<file path="config.mk">
export PLATFORM = sky130hd
export DESIGN_NAME = hdg_gen
export DESIGN_NICKNAME = d
export VERILOG_FILES = /design/src/hdg_pkg.sv /design/src/hdg_fifo.sv /design/src/hdg_gen.sv
export SDC_FILE = /design/constraint.sdc
export NUM_CORES = 1
export LEC_CHECK = 0
export BUFFER_PORTS_ARGS = -buffer_cell sky130_fd_sc_hd__buf_2
export CORE_MARGIN = 3
export CORE_UTILIZATION = 59
export CTS_CLUSTER_SIZE = 10
export DETAILED_ROUTE_END_ITERATION = 10
export MAX_ROUTING_LAYER = met4
export PLACE_DENSITY = 0.79
export SYNTH_ARGS = -nofsm -noshare
export SYNTH_HDL_FRONTEND = slang
export SYNTH_SLANG_ARGS = --single-unit
</file>
<file path="constraint.sdc">
create_clock -name ref_clk -period 3.5 [get_ports ref_clk]
set_clock_uncertainty 0.1 [all_clocks]
set_input_delay 0.525 -clock ref_clk [delete_from_list [all_inputs] [get_ports ref_clk]]
set_output_delay 0.525 -clock ref_clk [all_outputs]
set_load 0.005 [all_outputs]
</file>
<file path="src/hdg_pkg.sv">
// hub descriptor generator: shared constants and types
// assumes byte-wide descriptor stream, single core clock domain
package hdg_pkg;

   // ========================================================
   // stream shape
   // ========================================================
   localparam int BYTE_W = 8;
   localparam int FIFO_DEPTH = 8;
   localparam int IDX_W = 4;
   localparam int VEC_W = 72;

   // ========================================================
   // descriptor kinds a request can ask for
   // ========================================================
   typedef enum logic [1:0] {
      KIND_EP_STATUS = 2'h0,
      KIND_IF_SINGLE = 2'h1,
      KIND_IF_MULTI = 2'h2,
      KIND_OTHER_CFG = 2'h3
   } hdg_kind_e;

   // ========================================================
   // status-change endpoint descriptor
   // ========================================================
   localparam logic [7:0] EP_LEN = 8'h07;
   localparam logic [7:0] EP_TYPE = 8'h05;
   localparam logic [7:0] EP_ADDR = 8'h81;
   localparam logic [7:0] EP_ATTR = 8'h03;
   localparam logic [15:0] EP_MAX_PKT = 16'h0001;
   localparam logic [7:0] EP_INTERVAL = 8'h0C;

   // ========================================================
   // high-speed interface descriptor
   // ========================================================
   localparam logic [7:0] IF_LEN = 8'h09;
   localparam logic [7:0] IF_TYPE = 8'h04;
   localparam logic [7:0] IF_NUMBER = 8'h00;
   localparam logic [7:0] IF_ALT_SINGLE = 8'h00;
   localparam logic [7:0] IF_ALT_MULTI = 8'h01;
   localparam logic [7:0] IF_NUM_EP = 8'h01;
   localparam logic [7:0] IF_CLASS_HUB = 8'h09;
   localparam logic [7:0] IF_SUBCLASS = 8'h00;
   localparam logic [7:0] IF_PROTO_SINGLE = 8'h01;
   localparam logic [7:0] IF_PROTO_MULTI = 8'h02;
   localparam logic [7:0] STR_IDX_NONE = 8'h00;

   // ========================================================
   // other-speed configuration descriptor
   // ========================================================
   localparam logic [7:0] OSC_LEN = 8'h09;
   localparam logic [7:0] OSC_TYPE = 8'h07;
   localparam logic [15:0] OSC_TOTAL_LEN = 16'h0019;
   localparam logic [7:0] OSC_NUM_IF = 8'h01;
   localparam logic [7:0] OSC_CFG_VALUE = 8'h01;
   localparam logic [7:0] ATTR_BUS_PWR = 8'hA0;
   localparam logic [7:0] ATTR_SELF_PWR = 8'hE0;
   localparam int ATTR_REMOTE_WAKE_BIT = 5;

   // ========================================================
   // reset values
   // ========================================================
   localparam logic [IDX_W-1:0] IDX_RST = 4'h0;
   localparam logic [7:0] BYTE_RST = 8'h00;

endpackage

</file>
<file path="src/hdg_fifo.sv">
// hub descriptor generator: byte fifo between generator and output stage
// assumes one clock, synchronous active-high reset, depth a power of two
`timescale 1ns/1ps
module hdg_fifo #(
   parameter int WIDTH = 9,
   parameter int DEPTH = 8
) (
   // clock and reset
   input wire logic ref_clk,
   input wire logic rst,
   // fill side
   input wire logic in_valid,
   input wire logic [WIDTH-1:0] in_data,
   output logic in_ready,
   // drain side
   output logic out_valid,
   output logic [WIDTH-1:0] out_data,
   input wire logic out_ready
);
   localparam int PW = $clog2(DEPTH);
   localparam logic [PW:0] CNT_FULL = (PW + 1)'(DEPTH);

   logic [WIDTH-1:0] mem [DEPTH];
   logic [PW-1:0] wr_q, wr_d, rd_q, rd_d;
   logic [PW:0] cnt_q, cnt_d;
   logic push, pop;

   assign in_ready = cnt_q != CNT_FULL;
   assign out_valid = cnt_q != '0;
   assign out_data = mem[rd_q];
   assign push = in_valid && in_ready;
   assign pop = out_valid && out_ready;

   always_comb begin
      wr_d = push ? wr_q + 1'b1 : wr_q;
      rd_d = pop ? rd_q + 1'b1 : rd_q;
      cnt_d = cnt_q;
      if (push && !pop) begin
         cnt_d = cnt_q + 1'b1;
      end else if (pop && !push) begin
         cnt_d = cnt_q - 1'b1;
      end
   end

   always_ff @(posedge ref_clk) begin
      if (rst) begin
         wr_q <= '0;
         rd_q <= '0;
         cnt_q <= '0;
      end else begin
         wr_q <= wr_d;
         rd_q <= rd_d;
         cnt_q <= cnt_d;
      end
   end

   // storage needs no reset; only words below the count are ever read
   always_ff @(posedge ref_clk) begin
      if (push) begin
         mem[wr_q] <= in_data;
      end
   end

endmodule

</file>
<file path="src/hdg_gen.sv">
// hub descriptor generator: streams standard hub descriptor bytes
// assumes power settings come from configuration logic on ref_clk,
// and the consumer pulls bytes with a valid/ready handshake
//
// Operation
// - endpoint: length 07h, type 05h, address 81h
// - endpoint attributes 03h, interrupt, no sync
// - endpoint max packet size 0001h
// - endpoint polling interval 0Ch, both modes
// - multi-TT interface: 09h, 04h, 00h, alt 01h
// - one endpoint, hub class 09h, subclass 00h
// - multi-TT interface protocol 02h
// - all string index fields read 00h
// - other-speed config: length 09h, type 07h
// - other-speed total length 0019h
// - one interface, configuration value 01h
// - attributes A0h bus-powered, E0h self-powered
// - attributes always advertise remote wakeup
// - max power in 2mA units per mode
// - max power from stored current limits
// - single-TT interface: alt 00h, protocol 01h
`timescale 1ns/1ps
module hdg_gen #(
   parameter int FIFO_DEPTH = hdg_pkg::FIFO_DEPTH
) (
   // clock and reset
   input wire logic ref_clk,
   input wire logic rst,
   // loaded hub configuration
   input wire logic power_source_select,
   input wire logic [7:0] bus_powered_current_limit,
   input wire logic [7:0] self_powered_current_limit,
   // descriptor request
   input wire logic req_valid,
   input wire logic [1:0] req_kind,
   input wire logic [7:0] req_len,
   output logic req_ready_q,
   output logic done_q,
   // descriptor byte stream
   output logic out_valid_q,
   output logic [7:0] out_data_q,
   output logic out_last_q,
   input wire logic out_ready
);
   localparam int IW = hdg_pkg::IDX_W;
   localparam int VW = hdg_pkg::VEC_W;
   localparam int FW = hdg_pkg::BYTE_W + 1;

   // ========================================================
   // control state
   // ========================================================
   typedef enum logic [1:0] {
      ST_IDLE = 2'b01,
      ST_EMIT = 2'b10
   } hdg_state_e;

   hdg_state_e state_q, state_d;
   hdg_pkg::hdg_kind_e kind_q, kind_d;
   logic [IW-1:0] idx_q, idx_d;
   logic [IW-1:0] count_q, count_d;
   logic pwr_sel_q, pwr_sel_d;
   logic [7:0] bp_lim_q, bp_lim_d;
   logic [7:0] sp_lim_q, sp_lim_d;
   logic req_ready_d;
   logic done_d;

   // ========================================================
   // descriptor images, byte 0 in the low bits
   // ========================================================
   // no descriptor here is longer than nine bytes, so one 72-bit image
   // serves every kind; the endpoint image pads its top bytes with zero
   logic [VW-1:0] ep_vec;
   logic [VW-1:0] if_vec;
   logic [VW-1:0] cfg_vec;
   logic [VW-1:0] sel_vec;
   logic [7:0] cfg_attr;
   logic [7:0] cfg_power;
   logic [7:0] cur_byte;
   logic [IW-1:0] req_desc_len;
   logic [IW-1:0] req_count;
   logic [7:0] req_desc_len8;

   // both power encodings carry the remote-wakeup bit, so a select
   // between the two fixed values keeps it set in either mode
   assign cfg_attr = pwr_sel_q ? hdg_pkg::ATTR_SELF_PWR
                               : hdg_pkg::ATTR_BUS_PWR;
   assign cfg_power = pwr_sel_q ? sp_lim_q : bp_lim_q;

   // concatenation lists fields from highest offset down
   assign ep_vec = {16'h0000,
                    hdg_pkg::EP_INTERVAL,
                    hdg_pkg::EP_MAX_PKT[15:8],
                    hdg_pkg::EP_MAX_PKT[7:0],
                    hdg_pkg::EP_ATTR,
                    hdg_pkg::EP_ADDR,
                    hdg_pkg::EP_TYPE,
                    hdg_pkg::EP_LEN};

   always_comb begin
      if (kind_q == hdg_pkg::KIND_IF_MULTI) begin
         if_vec = {hdg_pkg::STR_IDX_NONE,
                   hdg_pkg::IF_PROTO_MULTI,
                   hdg_pkg::IF_SUBCLASS,
                   hdg_pkg::IF_CLASS_HUB,
                   hdg_pkg::IF_NUM_EP,
                   hdg_pkg::IF_ALT_MULTI,
                   hdg_pkg::IF_NUMBER,
                   hdg_pkg::IF_TYPE,
                   hdg_pkg::IF_LEN};
      end else begin
         if_vec = {hdg_pkg::STR_IDX_NONE,
                   hdg_pkg::IF_PROTO_SINGLE,
                   hdg_pkg::IF_SUBCLASS,
                   hdg_pkg::IF_CLASS_HUB,
                   hdg_pkg::IF_NUM_EP,
                   hdg_pkg::IF_ALT_SINGLE,
                   hdg_pkg::IF_NUMBER,
                   hdg_pkg::IF_TYPE,
                   hdg_pkg::IF_LEN};
      end
   end

   assign cfg_vec = {cfg_power,
                     cfg_attr,
                     hdg_pkg::STR_IDX_NONE,
                     hdg_pkg::OSC_CFG_VALUE,
                     hdg_pkg::OSC_NUM_IF,
                     hdg_pkg::OSC_TOTAL_LEN[15:8],
                     hdg_pkg::OSC_TOTAL_LEN[7:0],
                     hdg_pkg::OSC_TYPE,
                     hdg_pkg::OSC_LEN};

   always_comb begin
      case (kind_q)
         hdg_pkg::KIND_EP_STATUS: sel_vec = ep_vec;
         hdg_pkg::KIND_IF_SINGLE: sel_vec = if_vec;
         hdg_pkg::KIND_IF_MULTI: sel_vec = if_vec;
         hdg_pkg::KIND_OTHER_CFG: sel_vec = cfg_vec;
         default: sel_vec = ep_vec;
      endcase
   end

   assign cur_byte = sel_vec[{idx_q, 3'b000} +: 8];

   // ========================================================
   // request sizing: the host may ask for fewer bytes
   // ========================================================
   // a short request ends early: the last flag follows the cut count,
   // not the descriptor's own length byte
   always_comb begin
      case (req_kind)
         hdg_pkg::KIND_EP_STATUS: req_desc_len8 = hdg_pkg::EP_LEN;
         hdg_pkg::KIND_IF_SINGLE: req_desc_len8 = hdg_pkg::IF_LEN;
         hdg_pkg::KIND_IF_MULTI: req_desc_len8 = hdg_pkg::IF_LEN;
         hdg_pkg::KIND_OTHER_CFG: req_desc_len8 = hdg_pkg::OSC_LEN;
         default: req_desc_len8 = hdg_pkg::EP_LEN;
      endcase
   end

   assign req_desc_len = req_desc_len8[IW-1:0];
   assign req_count = (req_len < req_desc_len8) ? req_len[IW-1:0] : req_desc_len;

   // ========================================================
   // byte fifo
   // ========================================================
   // fifo plus output register hold a whole nine-byte descriptor, so a
   // paused host never parks the generator in the middle of a request;
   // only a second request behind an undrained one has to wait
   logic push_valid;
   logic push_ready;
   logic push_last;
   logic pop_valid;
   logic pop_ready;
   logic [FW-1:0] pop_data;

   assign push_valid = state_q == ST_EMIT;
   assign push_last = idx_q == count_q - 1'b1;

   hdg_fifo #(
      .WIDTH(FW),
      .DEPTH(FIFO_DEPTH)
   ) u_fifo (
      .ref_clk(ref_clk),
      .rst(rst),
      .in_valid(push_valid),
      .in_data({push_last, cur_byte}),
      .in_ready(push_ready),
      .out_valid(pop_valid),
      .out_data(pop_data),
      .out_ready(pop_ready)
   );

   // ========================================================
   // generator sequence
   // ========================================================
   always_comb begin
      state_d = state_q;
      kind_d = kind_q;
      idx_d = idx_q;
      count_d = count_q;
      pwr_sel_d = pwr_sel_q;
      bp_lim_d = bp_lim_q;
      sp_lim_d = sp_lim_q;
      done_d = 1'b0;
      case (state_q)
         ST_IDLE: begin
            if (req_valid && req_ready_q) begin
               // settings are frozen per request so one descriptor
               // never mixes bytes from two power modes
               kind_d = hdg_pkg::hdg_kind_e'(req_kind);
               pwr_sel_d = power_source_select;
               bp_lim_d = bus_powered_current_limit;
               sp_lim_d = self_powered_current_limit;
               idx_d = hdg_pkg::IDX_RST;
               count_d = req_count;
               // zero-length request: done at once, nothing is pushed
               if (req_count == '0) begin
                  done_d = 1'b1;
               end else begin
                  state_d = ST_EMIT;
               end
            end
         end
         ST_EMIT: begin
            // the offset only moves on an accepted push, so a full
            // fifo keeps the generator waiting on the same byte
            if (push_ready) begin
               idx_d = idx_q + 1'b1;
               if (push_last) begin
                  state_d = ST_IDLE;
                  done_d = 1'b1;
               end
            end
         end
         default: begin
            state_d = ST_IDLE;
         end
      endcase
      req_ready_d = state_d == ST_IDLE;
   end

   always_ff @(posedge ref_clk) begin
      if (rst) begin
         state_q <= ST_IDLE;
         kind_q <= hdg_pkg::KIND_EP_STATUS;
         idx_q <= hdg_pkg::IDX_RST;
         count_q <= hdg_pkg::IDX_RST;
         pwr_sel_q <= 1'b0;
         bp_lim_q <= hdg_pkg::BYTE_RST;
         sp_lim_q <= hdg_pkg::BYTE_RST;
         req_ready_q <= 1'b1;
         done_q <= 1'b0;
      end else begin
         state_q <= state_d;
         kind_q <= kind_d;
         idx_q <= idx_d;
         count_q <= count_d;
         pwr_sel_q <= pwr_sel_d;
         bp_lim_q <= bp_lim_d;
         sp_lim_q <= sp_lim_d;
         req_ready_q <= req_ready_d;
         done_q <= done_d;
      end
   end

   // ========================================================
   // output register stage
   // ========================================================
   // done_q marks the last byte entering the fifo, not leaving it;
   // the consumer should use out_last_q to end its transfer
   logic out_valid_d;
   logic out_last_d;
   logic [7:0] out_data_d;

   // refill whenever the register is empty or its byte is being taken
   assign pop_ready = !out_valid_q || out_ready;

   always_comb begin
      out_valid_d = out_valid_q;
      out_data_d = out_data_q;
      out_last_d = out_last_q;
      if (pop_ready) begin
         out_valid_d = pop_valid;
         if (pop_valid) begin
            out_data_d = pop_data[7:0];
            out_last_d = pop_data[8];
         end
      end
   end

   always_ff @(posedge ref_clk) begin
      if (rst) begin
         out_valid_q <= 1'b0;
         out_data_q <= hdg_pkg::BYTE_RST;
         out_last_q <= 1'b0;
      end else begin
         out_valid_q <= out_valid_d;
         out_data_q <= out_data_d;
         out_last_q <= out_last_d;
      end
   end

endmodule

</file>
==> impl_metrics.tcl, run 1 <==
set metrics [dict create \
    multi_input_area_um2 2090 \
    crit_chain "nor4b_2 -> nand2b_2 -> inv_1 -> ha_1 -> inv_1 -> ha_1 -> a21o_1 -> a21oi_1 -> xnor2_1 -> or3_1 -> a21oi_1" \
    root_buffer "clkbuf_8" \
    synthFlopType "edfxtp_1" \
    drt_wl_total_um 10700 \
    h-tree-depth 4 \
    fin_cells 608 \
    synth-async-reset-ratio_pct 0 \
    cts-resized-gates 0 \
    cts_sinks 123 \
    vias 3547 \
    cap_violations 0 \
    cts.clk_slew.worst_paths_ns 0.06 \
    slew_viol_final 0 \
    core_um2 8810 \
    max_stage_delay_ns 0.42 \
    power_density_nw_per_um2 784 \
    routedWlPerCell_um 17.5 \
    numCtsBuffers 17 \
    drt_pass1_iterations 5 \
    crit_path_start_kind "flip-flop" \
    synth_top_area_share_pct 40.0 \
    cp.required_ns 3.85 \
    cts_tree "built" \
    antenna_found_initial 0 \
    cp_max_fo 7 \
    vias_per_cell 5.83 \
    drive_above_1_share_pct 23.0 \
    synth_area_leader_cell "edfxtp_1" \
    p_leak_nw 2.18 \
    grt_pass1_vias 3552 \
    max_freq_ghz 0.335 \
    grt_max_degree 26 \
    crit_type "reg -> reg" \
    syn_nets 485 \
    holdPathStages 3 \
    rsz0062_at_grt "no" \
    worstSkewPairLatency_ns 0.52 \
    status "complete, no violations" \
    seq_area_frac_synth_pct 58.8 \
    clockBufferDepth 2 \
    ys_seq_elements 123 \
    period_share_pct 85.2 \
    setup_tns_ns 0 \
    hold_class "in -> reg" \
    ctsHoldBuffers 0 \
    num-fill-cells 620 \
    place_inst 576 \
    hp-start "self_powered_current_limit[3]" \
    arrival_ns 3.33 \
    ant_nets 0 \
    regArea_um2 3180 \
    yosys-top-cells-area "edfxtp_1 (40%), dfxtp_1 (19%), mux4_2 (7.5%)" \
    yosysWarnings 0 \
    synth.distinct_cells 55 \
    drtIter0Drc 168 \
    grt_pass1_wl_um 17500 \
    slew-limit-headroom_pct 32.6 \
    initial_core_util_pct 61.4 \
    die_w_um 102 \
    worst_r2r_endpoint "u_fifo.cnt_q[3]" \
    place_hpwl_um 6850 \
    period_minus_slack_ns 2.98 \
    rr_worst_depth 11 \
    reg2reg_slack_ns 0.52 \
    postCtsSetupBuffers 0 \
    gp_congestion 0.851 \
    netlist_area_um2 5410 \
    hold_violations 0 \
    setup_viol 0 \
    grt_usage_pct 23.5 \
    cp-end-kind "flip-flop" \
    rows 34 \
    io_pins 43 \
    synth_edf_count 72 \
    die_area_um2 10400 \
    fin_nets 533 \
    gr-total-overflow 0 \
    syn_inst 439 \
    hold_end "sp_lim_q[3]" \
    syn_to_final_growth_pct 17.4 \
    peakVddDrop_mv 0.379 \
    syn_avg_cell_area_um2 12.3 \
    slowest_stage "nor4b_2" \
    tightest_slew_ns 1.01 \
    drcViolationCount 0 \
    die_h_um 102 \
    antenna_cells 0 \
    portBuffers 42 \
    reg2reg_from "u_fifo.cnt_q[0]" \
]
-- worst max path at each step --
| stage | from | end | cells past startpoint | slack (ns) |
|---|---|---|---|---|
| 2_1_floorplan | out_ready | u_fifo.cnt_q[3] | 12 | 0.75 |
| 3_3_place_gp | u_fifo.cnt_q[0] | u_fifo.cnt_q[3] | 11 | 0.73 |
| 4_1_cts | u_fifo.cnt_q[0] | u_fifo.cnt_q[3] | 11 | 0.53 |
| 6_report | u_fifo.cnt_q[0] | u_fifo.cnt_q[3] | 11 | 0.52 |
| 5_1_grt | u_fifo.cnt_q[0] | u_fifo.cnt_q[3] | 11 | 0.33 |
| 3_5_place_dp | u_fifo.cnt_q[0] | u_fifo.cnt_q[3] | 11 | 0.59 |
-- synth_stat cells (2+ instances only) --
library cell and n:
mux2i_1 19, nand4_1 2, nor3b_1 2, and3_1 2
buf_6 2, xor2_1 4, edfxtp_1 72, nand3_1 2
clkbuf_1 12, inv_1 13, a31oi_1 3, nor2_1 37
ha_1 14, buf_2 4, o21ai_0 11, a211oi_1 10
a21oi_1 32, o21a_1 2, mux4_2 18, a21o_1 4
dfxtp_1 51, buf_1 2, nor3_1 7, o211ai_1 2
nand2b_1 6, nor4_1 3, o221ai_1 2, xnor2_1 11
nand2_1 61, a22oi_1 3, nor2b_1 2
-- per-layer routing --
metal  up-vias  track usage [%]  routed length (um)
met5         -                -                   0
met4         0             8.90                 182
met3        15             6.68                 582
met2       110             38.7                5510
met1      1711             27.5                4390
li1       1711                -                   -
-- power by group --
part | leakage, nW | internal (mW) | switching [mW] | total (mW)
logic | 0.862 | 0.567 | 0.655 | 1.22
clock network | 0.300 | 1.22 | 0.605 | 1.82
registers | 1.01 | 1.75 | 0.182 | 1.93
total | 2.18 | 3.53 | 1.44 | 4.98
-- registers in the layout, indices dropped and copies added (netlist names) --
register and count:
req_ready_q 1, out_valid_q 1, out_last_q 1, count_q 4, idx_q 4, u_fifo.wr_q 3
pwr_sel_q 1, done_q 1, sp_lim_q 8, state_q 2, u_fifo.mem 72, u_fifo.rd_q 3
kind_q 2, out_data_q 8, bp_lim_q 8, u_fifo.cnt_q 4
-- metrics by stage --
step           total power, mW  cell area [um^2]  worst slack (ns)  hold slack [ns]  utilization [%]
2_1_floorplan             2.89              5410             0.751            0.336                -
3_3_place_gp              3.13              5730             0.729            0.343             65.1
3_5_place_dp              3.18              5730             0.586            0.347             65.1
4_1_cts                   5.02              6350             0.525            0.121             72.1
5_1_grt                   5.27              6350             0.327            0.118             72.1
6_report                  4.98              6350             0.517            0.143             72.1
-- placed cells by master (no fill, tap or decap), drive strengths merged, types with 2 or more instances in the layout --
master    instances
a211oi           10
a21o              4
a21oi            32
a22oi             3
a31oi             3
and3              2
buf              51
bufinv            5
clkbuf           18
clkinv            6
clkinvlp          3
dfxtp            51
edfxtp           72
ha               14
inv              13
mux2i            19
mux4             18
nand2            62
nand2b            7
nand3             2
nand4             2
nor2             37
nor2b             2
nor3              9
nor3b             2
nor4              4
nor4b             2
o211ai            2
o21a              2
o21ai            12
o221ai            2
o32ai             2
xnor2            12
xor2              4
-- kinds of logic after synthesis --
family | synth area share (%)
adder cells (fa/ha/maj) | 3.61
buffers and inverters | 2.89
XOR/XNOR | 2.73
AND/OR/NAND/NOR | 11.8
flip-flops | 58.8
AO/OA/AOI/OAI | 9.16
multiplexers | 11.0
-- critical path, delay by kind of cell, from the launching register on --
kind | cells | cell delay [ns]
fa+ha+maj | 2 | 0.49
flops | 1 | 0.37
buf+inv | 2 | 0.31
simple gates | 3 | 1.02
xor+xnor | 1 | 0.10
compound gates | 3 | 0.51
-- final cells by class --
cell class / count / area share (%)
Timing Repair Buffer: 51 / 4.37
Clock buffer: 18 / 6.58
Multi-Input combinational cell: 281 / 32.8
Sequential cell: 123 / 50.1
Clock inverter: 14 / 3.19
Tap cell: 108 / 2.13
Inverter: 13 / 0.768
Power figures use the tool's default switching activity.
==> run 2, diff against run 1 <==
Settings changed: PLACE_DENSITY 0.79 to default, PLACE_DENSITY_LB_ADDON from default to 0.08.
==> run 2 against run 1 <==
Worst setup slack worse by 0.0012 ns. Via count is 1.5% lower. Worst hold slack better by 0.0061 ns. Flip-flop and latch count stayed put. Clock-buffer cell count is 1 higher. Total power is 4.3% lower. Design area is 1.1% lower. Critical path type unchanged.
==> impl_metrics.tcl, run 2 (synthesized netlist as in run 1, its figures left out) <==
set metrics [dict create \
    period_share_pct 85.3 \
    status "complete, no violations" \
    grt_usage_pct 22.7 \
    cts.clk_slew.worst_paths_ns 0.06 \
    h-tree-depth 4 \
    gp_congestion 0.890 \
    met2_length_um 5340 \
    die_h_um 102 \
    numCtsBuffers 17 \
    layout_common_cells "edfxtp_1 (72), nand2_1 (61), dfxtp_1 (51), buf_2 (42), nor2_1 (37)" \
    drive_above_1_share_pct 22.2 \
    clockBufferDepth 2 \
    core_um2 8810 \
    setup_tns_ns 0 \
    portBuffers 42 \
    ctsHoldBuffers 0 \
    hold_class "in -> reg" \
    tightest_slew_ns 1.00 \
    crit_chain "nor4b_2 -> nand2b_2 -> inv_1 -> ha_1 -> inv_1 -> ha_1 -> a21o_1 -> a21oi_1 -> xnor2_1 -> or3_1 -> a21oi_1" \
    fin_nets 533 \
    cts-resized-gates 0 \
    cp_top_family "simple AND/OR/NAND/NOR gates" \
    grt_pass1_vias 3317 \
    cp-end-kind "flip-flop" \
    max_stage_delay_ns 0.46 \
    root_buffer "clkbuf_8" \
    place_hpwl_um 6840 \
    drtIter0Drc 170 \
    syn_to_final_growth_pct 16.1 \
    crit_type "reg -> reg" \
    rr_worst_depth 11 \
    cp.depth 11 \
    wl_met3_um 457 \
    place_inst 576 \
    hold_violations 0 \
    cts_tree "built" \
    setup_viol 0 \
    antenna_found_initial 0 \
    fin_cells 608 \
    peakVddDrop_mv 0.409 \
    slew-limit-headroom_pct 32.8 \
    initial_core_util_pct 61.4 \
    grt_max_degree 26 \
    holdPathStages 3 \
    vias 3494 \
    io_pins 43 \
    cp_max_fo 7 \
    die_w_um 102 \
    wl_met1_um 4530 \
    die_area_um2 10400 \
    worstSkewPairLatency_ns 0.51 \
    top_layer "met4" \
    antenna_cells 0 \
    drcViolationCount 0 \
    hp-start "bus_powered_current_limit[2]" \
    num-fill-cells 618 \
    crit_buf_inv 2 \
    slowest_stage "nor4b_2" \
    vias_per_cell 5.75 \
    gr-total-overflow 0 \
    crit_start "u_fifo.cnt_q[0]" \
    cap_violations 0 \
    routedWlPerCell_um 17.2 \
    drt_pass1_iterations 5 \
    arrival_ns 3.33 \
    power_density_nw_per_um2 758 \
    cp.required_ns 3.84 \
    p_leak_nw 2.13 \
    final_common_cell "edfxtp_1" \
    cts_sinks 123 \
    ant_nets 0 \
    rsz0062_at_grt "no" \
    grt_pass1_wl_um 17000 \
    crit_path_start_kind "flip-flop" \
    period_minus_slack_ns 2.98 \
    largest_reg_flops 72 \
    reg2reg_from "u_fifo.cnt_q[0]" \
    slew_viol_final 0 \
    rows 34 \
    max_freq_ghz 0.335 \
    postCtsSetupBuffers 0 \
    drt_wl_total_um 10500 \
    regMostFlops "u_fifo.mem" \
]
## run 2: cell count changes in the layout (fill, tap and decap cells not counted)
| cell | delta |
|---|---|
| bufinv_16 | -3 |
| clkbuf_1 | +1 |
| clkinv_1 | +3 |
| clkinv_2 | -4 |
| clkinv_4 | +1 |
| clkinvlp_4 | +2 |
## run 2: layer usage
layer | track usage (%) | vias to the layer above
li1 | - | 1714
met4 | 7.87 | 0
met1 | 28.9 | 1672
met2 | 36.3 | 94
met3 | 4.82 | 14
met5 | - | -
## run 2: through the flow
step | power (mW) | hold WS (ns) | instance area (um^2) | setup WS (ns) | util, %
after floorplan | 2.89 | 0.336 | 5410 | 0.751 | -
after global placement | 3.14 | 0.341 | 5730 | 0.713 | 65.1
after detailed placement | 3.19 | 0.346 | 5730 | 0.526 | 65.1
after CTS | 4.79 | 0.137 | 6280 | 0.508 | 71.3
after global routing | 5.04 | 0.134 | 6280 | 0.256 | 71.3
final | 4.76 | 0.149 | 6280 | 0.516 | 71.3
## run 2: power by group
| group | internal [mW] | leakage (nW) | total, mW | switching [mW] |
|---|---|---|---|---|
| combinational | 0.567 | 0.862 | 1.22 | 0.656 |
| sequential | 1.75 | 1.01 | 1.93 | 0.184 |
| clock | 1.00 | 0.252 | 1.60 | 0.603 |
## run 2: tightest hold or removal path, stage by stage
cell	delay, ns
buf_2	0.10
nand2_1	0.04
a21oi_1	0.05
## run 2: worst paths after layout
path                endpoint  slack [ns]
max          u_fifo.cnt_q[3]        0.52
min              bp_lim_q[2]        0.15
max reg2reg  u_fifo.cnt_q[3]        0.52
min reg2reg      bp_lim_q[1]        0.35
## run 2: area by class of cell
class / instances / area [um^2] / share of cell area [%]
tap: 108 / 135 / 2.15
timing repair buffer: 51 / 278 / 4.42
sequential: 123 / 3180 / 50.7
inverter: 13 / 48.8 / 0.777
clock buffer: 19 / 422 / 6.71
clock inverter: 13 / 128 / 2.03
multi-input combinational: 281 / 2090 / 33.2
==> run 3, diff against run 2 <==
Settings changed: SLEW_MARGIN from default to 20.
Clock period 3.5 ns to 3.1 ns, I/O delays scaled along.
==> run 3 against run 2 <==
Register-to-register slack got worse by 0.25 ns. Total power increased by 18%. Highest routed layer unchanged. Worst setup slack got worse by 0.25 ns. Largest power group unchanged. Combinational power increased by 19%. Worst hold slack got worse by 0.063 ns. Routed wire length decreased by 1.5%.
==> impl_metrics.tcl, run 3 (synthesized netlist as in run 1, its figures left out) <==
set metrics [dict create \
    status "complete, no violations" \
    combPwrFrac_pct 25.8 \
    cp.depth 11 \
    gp_congestion 0.904 \
    grt_max_degree 26 \
    cp.required_ns 3.45 \
    cts_tree "built" \
    rsz0062_at_grt "no" \
    portBuffers 42 \
    p_sw_share_pct 29.6 \
    syn_to_final_growth_pct 18.2 \
    drtIter0Drc 125 \
    drt_wl_total_um 10300 \
    core_um2 8810 \
    rr_worst_depth 11 \
    cts_sinks 123 \
    grt_pass1_wl_um 17100 \
    drcViolationCount 0 \
    h-tree-depth 4 \
    grt_pass1_vias 3439 \
    die_area_um2 10400 \
    tightest_slew_ns 0.877 \
    cts.clk_slew.worst_paths_ns 0.06 \
    initial_core_util_pct 61.4 \
    antenna_found_initial 0 \
    period_minus_slack_ns 2.83 \
    crit_type "reg -> reg" \
    vias 3506 \
    crit_chain "nor4b_4 -> nand2b_2 -> inv_1 -> ha_1 -> inv_1 -> ha_1 -> a21o_1 -> a21oi_1 -> xnor2_1 -> or3_1 -> a21oi_1" \
    place_hpwl_um 6790 \
    num-fill-cells 612 \
    regMostFlops "u_fifo.mem" \
    crit_buf_inv 2 \
    peakVddDrop_mv 0.463 \
    die_w_um 102 \
    postCtsSetupBuffers 0 \
    worstSkewPairLatency_ns 0.52 \
    period_share_pct 91.3 \
    power_frac_seq_pct 38.4 \
    die_h_um 102 \
    ant_nets 0 \
    cp_max_fo 7 \
    routedWlPerCell_um 16.8 \
    fin_nets 541 \
    hold_violations 0 \
    io_pins 43 \
    drt_pass1_iterations 4 \
    slowest_stage "dfxtp_1" \
    hold_class "in -> reg" \
    grt_usage_pct 23.0 \
    ctsHoldBuffers 0 \
    max_stage_delay_ns 0.38 \
    root_buffer "clkbuf_8" \
    rows 34 \
    crit_path_start_kind "flip-flop" \
    cap_violations 0 \
    cp_top_family "simple AND/OR/NAND/NOR gates" \
    setup_viol 0 \
    largest_reg_flops 72 \
    vias_per_cell 5.69 \
    whs_ns 0.0857 \
    holdPathStages 3 \
    slew_viol_final 0 \
    slew-limit-headroom_pct 41.4 \
    cts-resized-gates 0 \
    clkPwrFrac_pct 35.8 \
    power_density_nw_per_um2 876 \
    max_freq_ghz 0.353 \
    gr-total-overflow 0 \
    clockBufferDepth 2 \
    final_common_cell "edfxtp_1" \
    cp-end-kind "flip-flop" \
    p_leak_nw 2.21 \
    antenna_cells 0 \
    switchingPower_mw 1.66 \
    layout_common_cells "edfxtp_1 (72), nand2_1 (61), dfxtp_1 (51), buf_2 (42), nor2_1 (37)" \
    numCtsBuffers 17 \
    setup_tns_ns 0 \
    arrival_ns 3.18 \
    p_int_mw 3.95 \
    drive_above_1_share_pct 23.4 \
]
## run 3: worst register-to-register path, cell delays in order (launching register included)
cell	delay (ns)
dfxtp_1	0.38
nor4b_4	0.39
nand2b_2	0.25
inv_1	0.14
ha_1	0.24
inv_1	0.14
ha_1	0.27
a21o_1	0.18
a21oi_1	0.16
xnor2_1	0.09
or3_1	0.30
a21oi_1	0.13
## run 3: power groups by stage
stage | combinational (mW) | clock (mW) | sequential (mW)
2_1_floorplan | 1.15 | 0 | 2.12
3_3_place_gp | 1.40 | 0 | 2.17
3_5_place_dp | 1.44 | 0 | 2.18
4_1_cts | 1.46 | 2.05 | 2.15
5_1_grt | 1.62 | 2.12 | 2.18
6_report | 1.45 | 2.01 | 2.15
## run 3: worst paths after layout
check,slack (ns),endpoint,startpoint
worst max-delay path,0.27,u_fifo.cnt_q[3],u_fifo.cnt_q[0]
worst min-delay path,0.09,bp_lim_q[0],bus_powered_current_limit[0]
worst max register to register,0.27,u_fifo.cnt_q[3],u_fifo.cnt_q[0]
worst min register to register,0.35,bp_lim_q[1],bp_lim_q[1]
## run 3: final cells by class
| cell class | count | area (um^2) | area share (%) |
|---|---|---|---|
| Sequential cell | 123 | 3180 | 49.8 |
| Clock inverter | 14 | 195 | 3.05 |
| Timing Repair Buffer | 59 | 338 | 5.28 |
| Tap cell | 108 | 135 | 2.11 |
| Clock buffer | 18 | 418 | 6.53 |
| Inverter | 13 | 48.8 | 0.763 |
| Multi-Input combinational cell | 281 | 2080 | 32.5 |
## run 3: layer usage
layer / global-route usage, % / wire [um] / part of all wire (%) / up-vias
met3: 4.82 / 528 / 5.1 / 11
met5: - / 0 / 0 / -
li1: - / - / - / 1725
met4: 9.71 / 138 / 1.3 / 0
met2: 38.2 / 5210 / 50 / 91
met1: 27.3 / 4440 / 43 / 1679
## run 3: stage by stage
step                instances  setup slack (ns)  util (%)  area (um^2)  total power, mW
floorplan                 439             0.411         -         5410             3.26
global placement          584             0.365      65.6         5780             3.57
detailed placement        584             0.204      65.6         5780             3.62
CTS                       616             0.175      72.5         6390             5.66
global route              616            0.0902      72.6         6400             5.92
finish                    616             0.269      72.6         6400             5.60
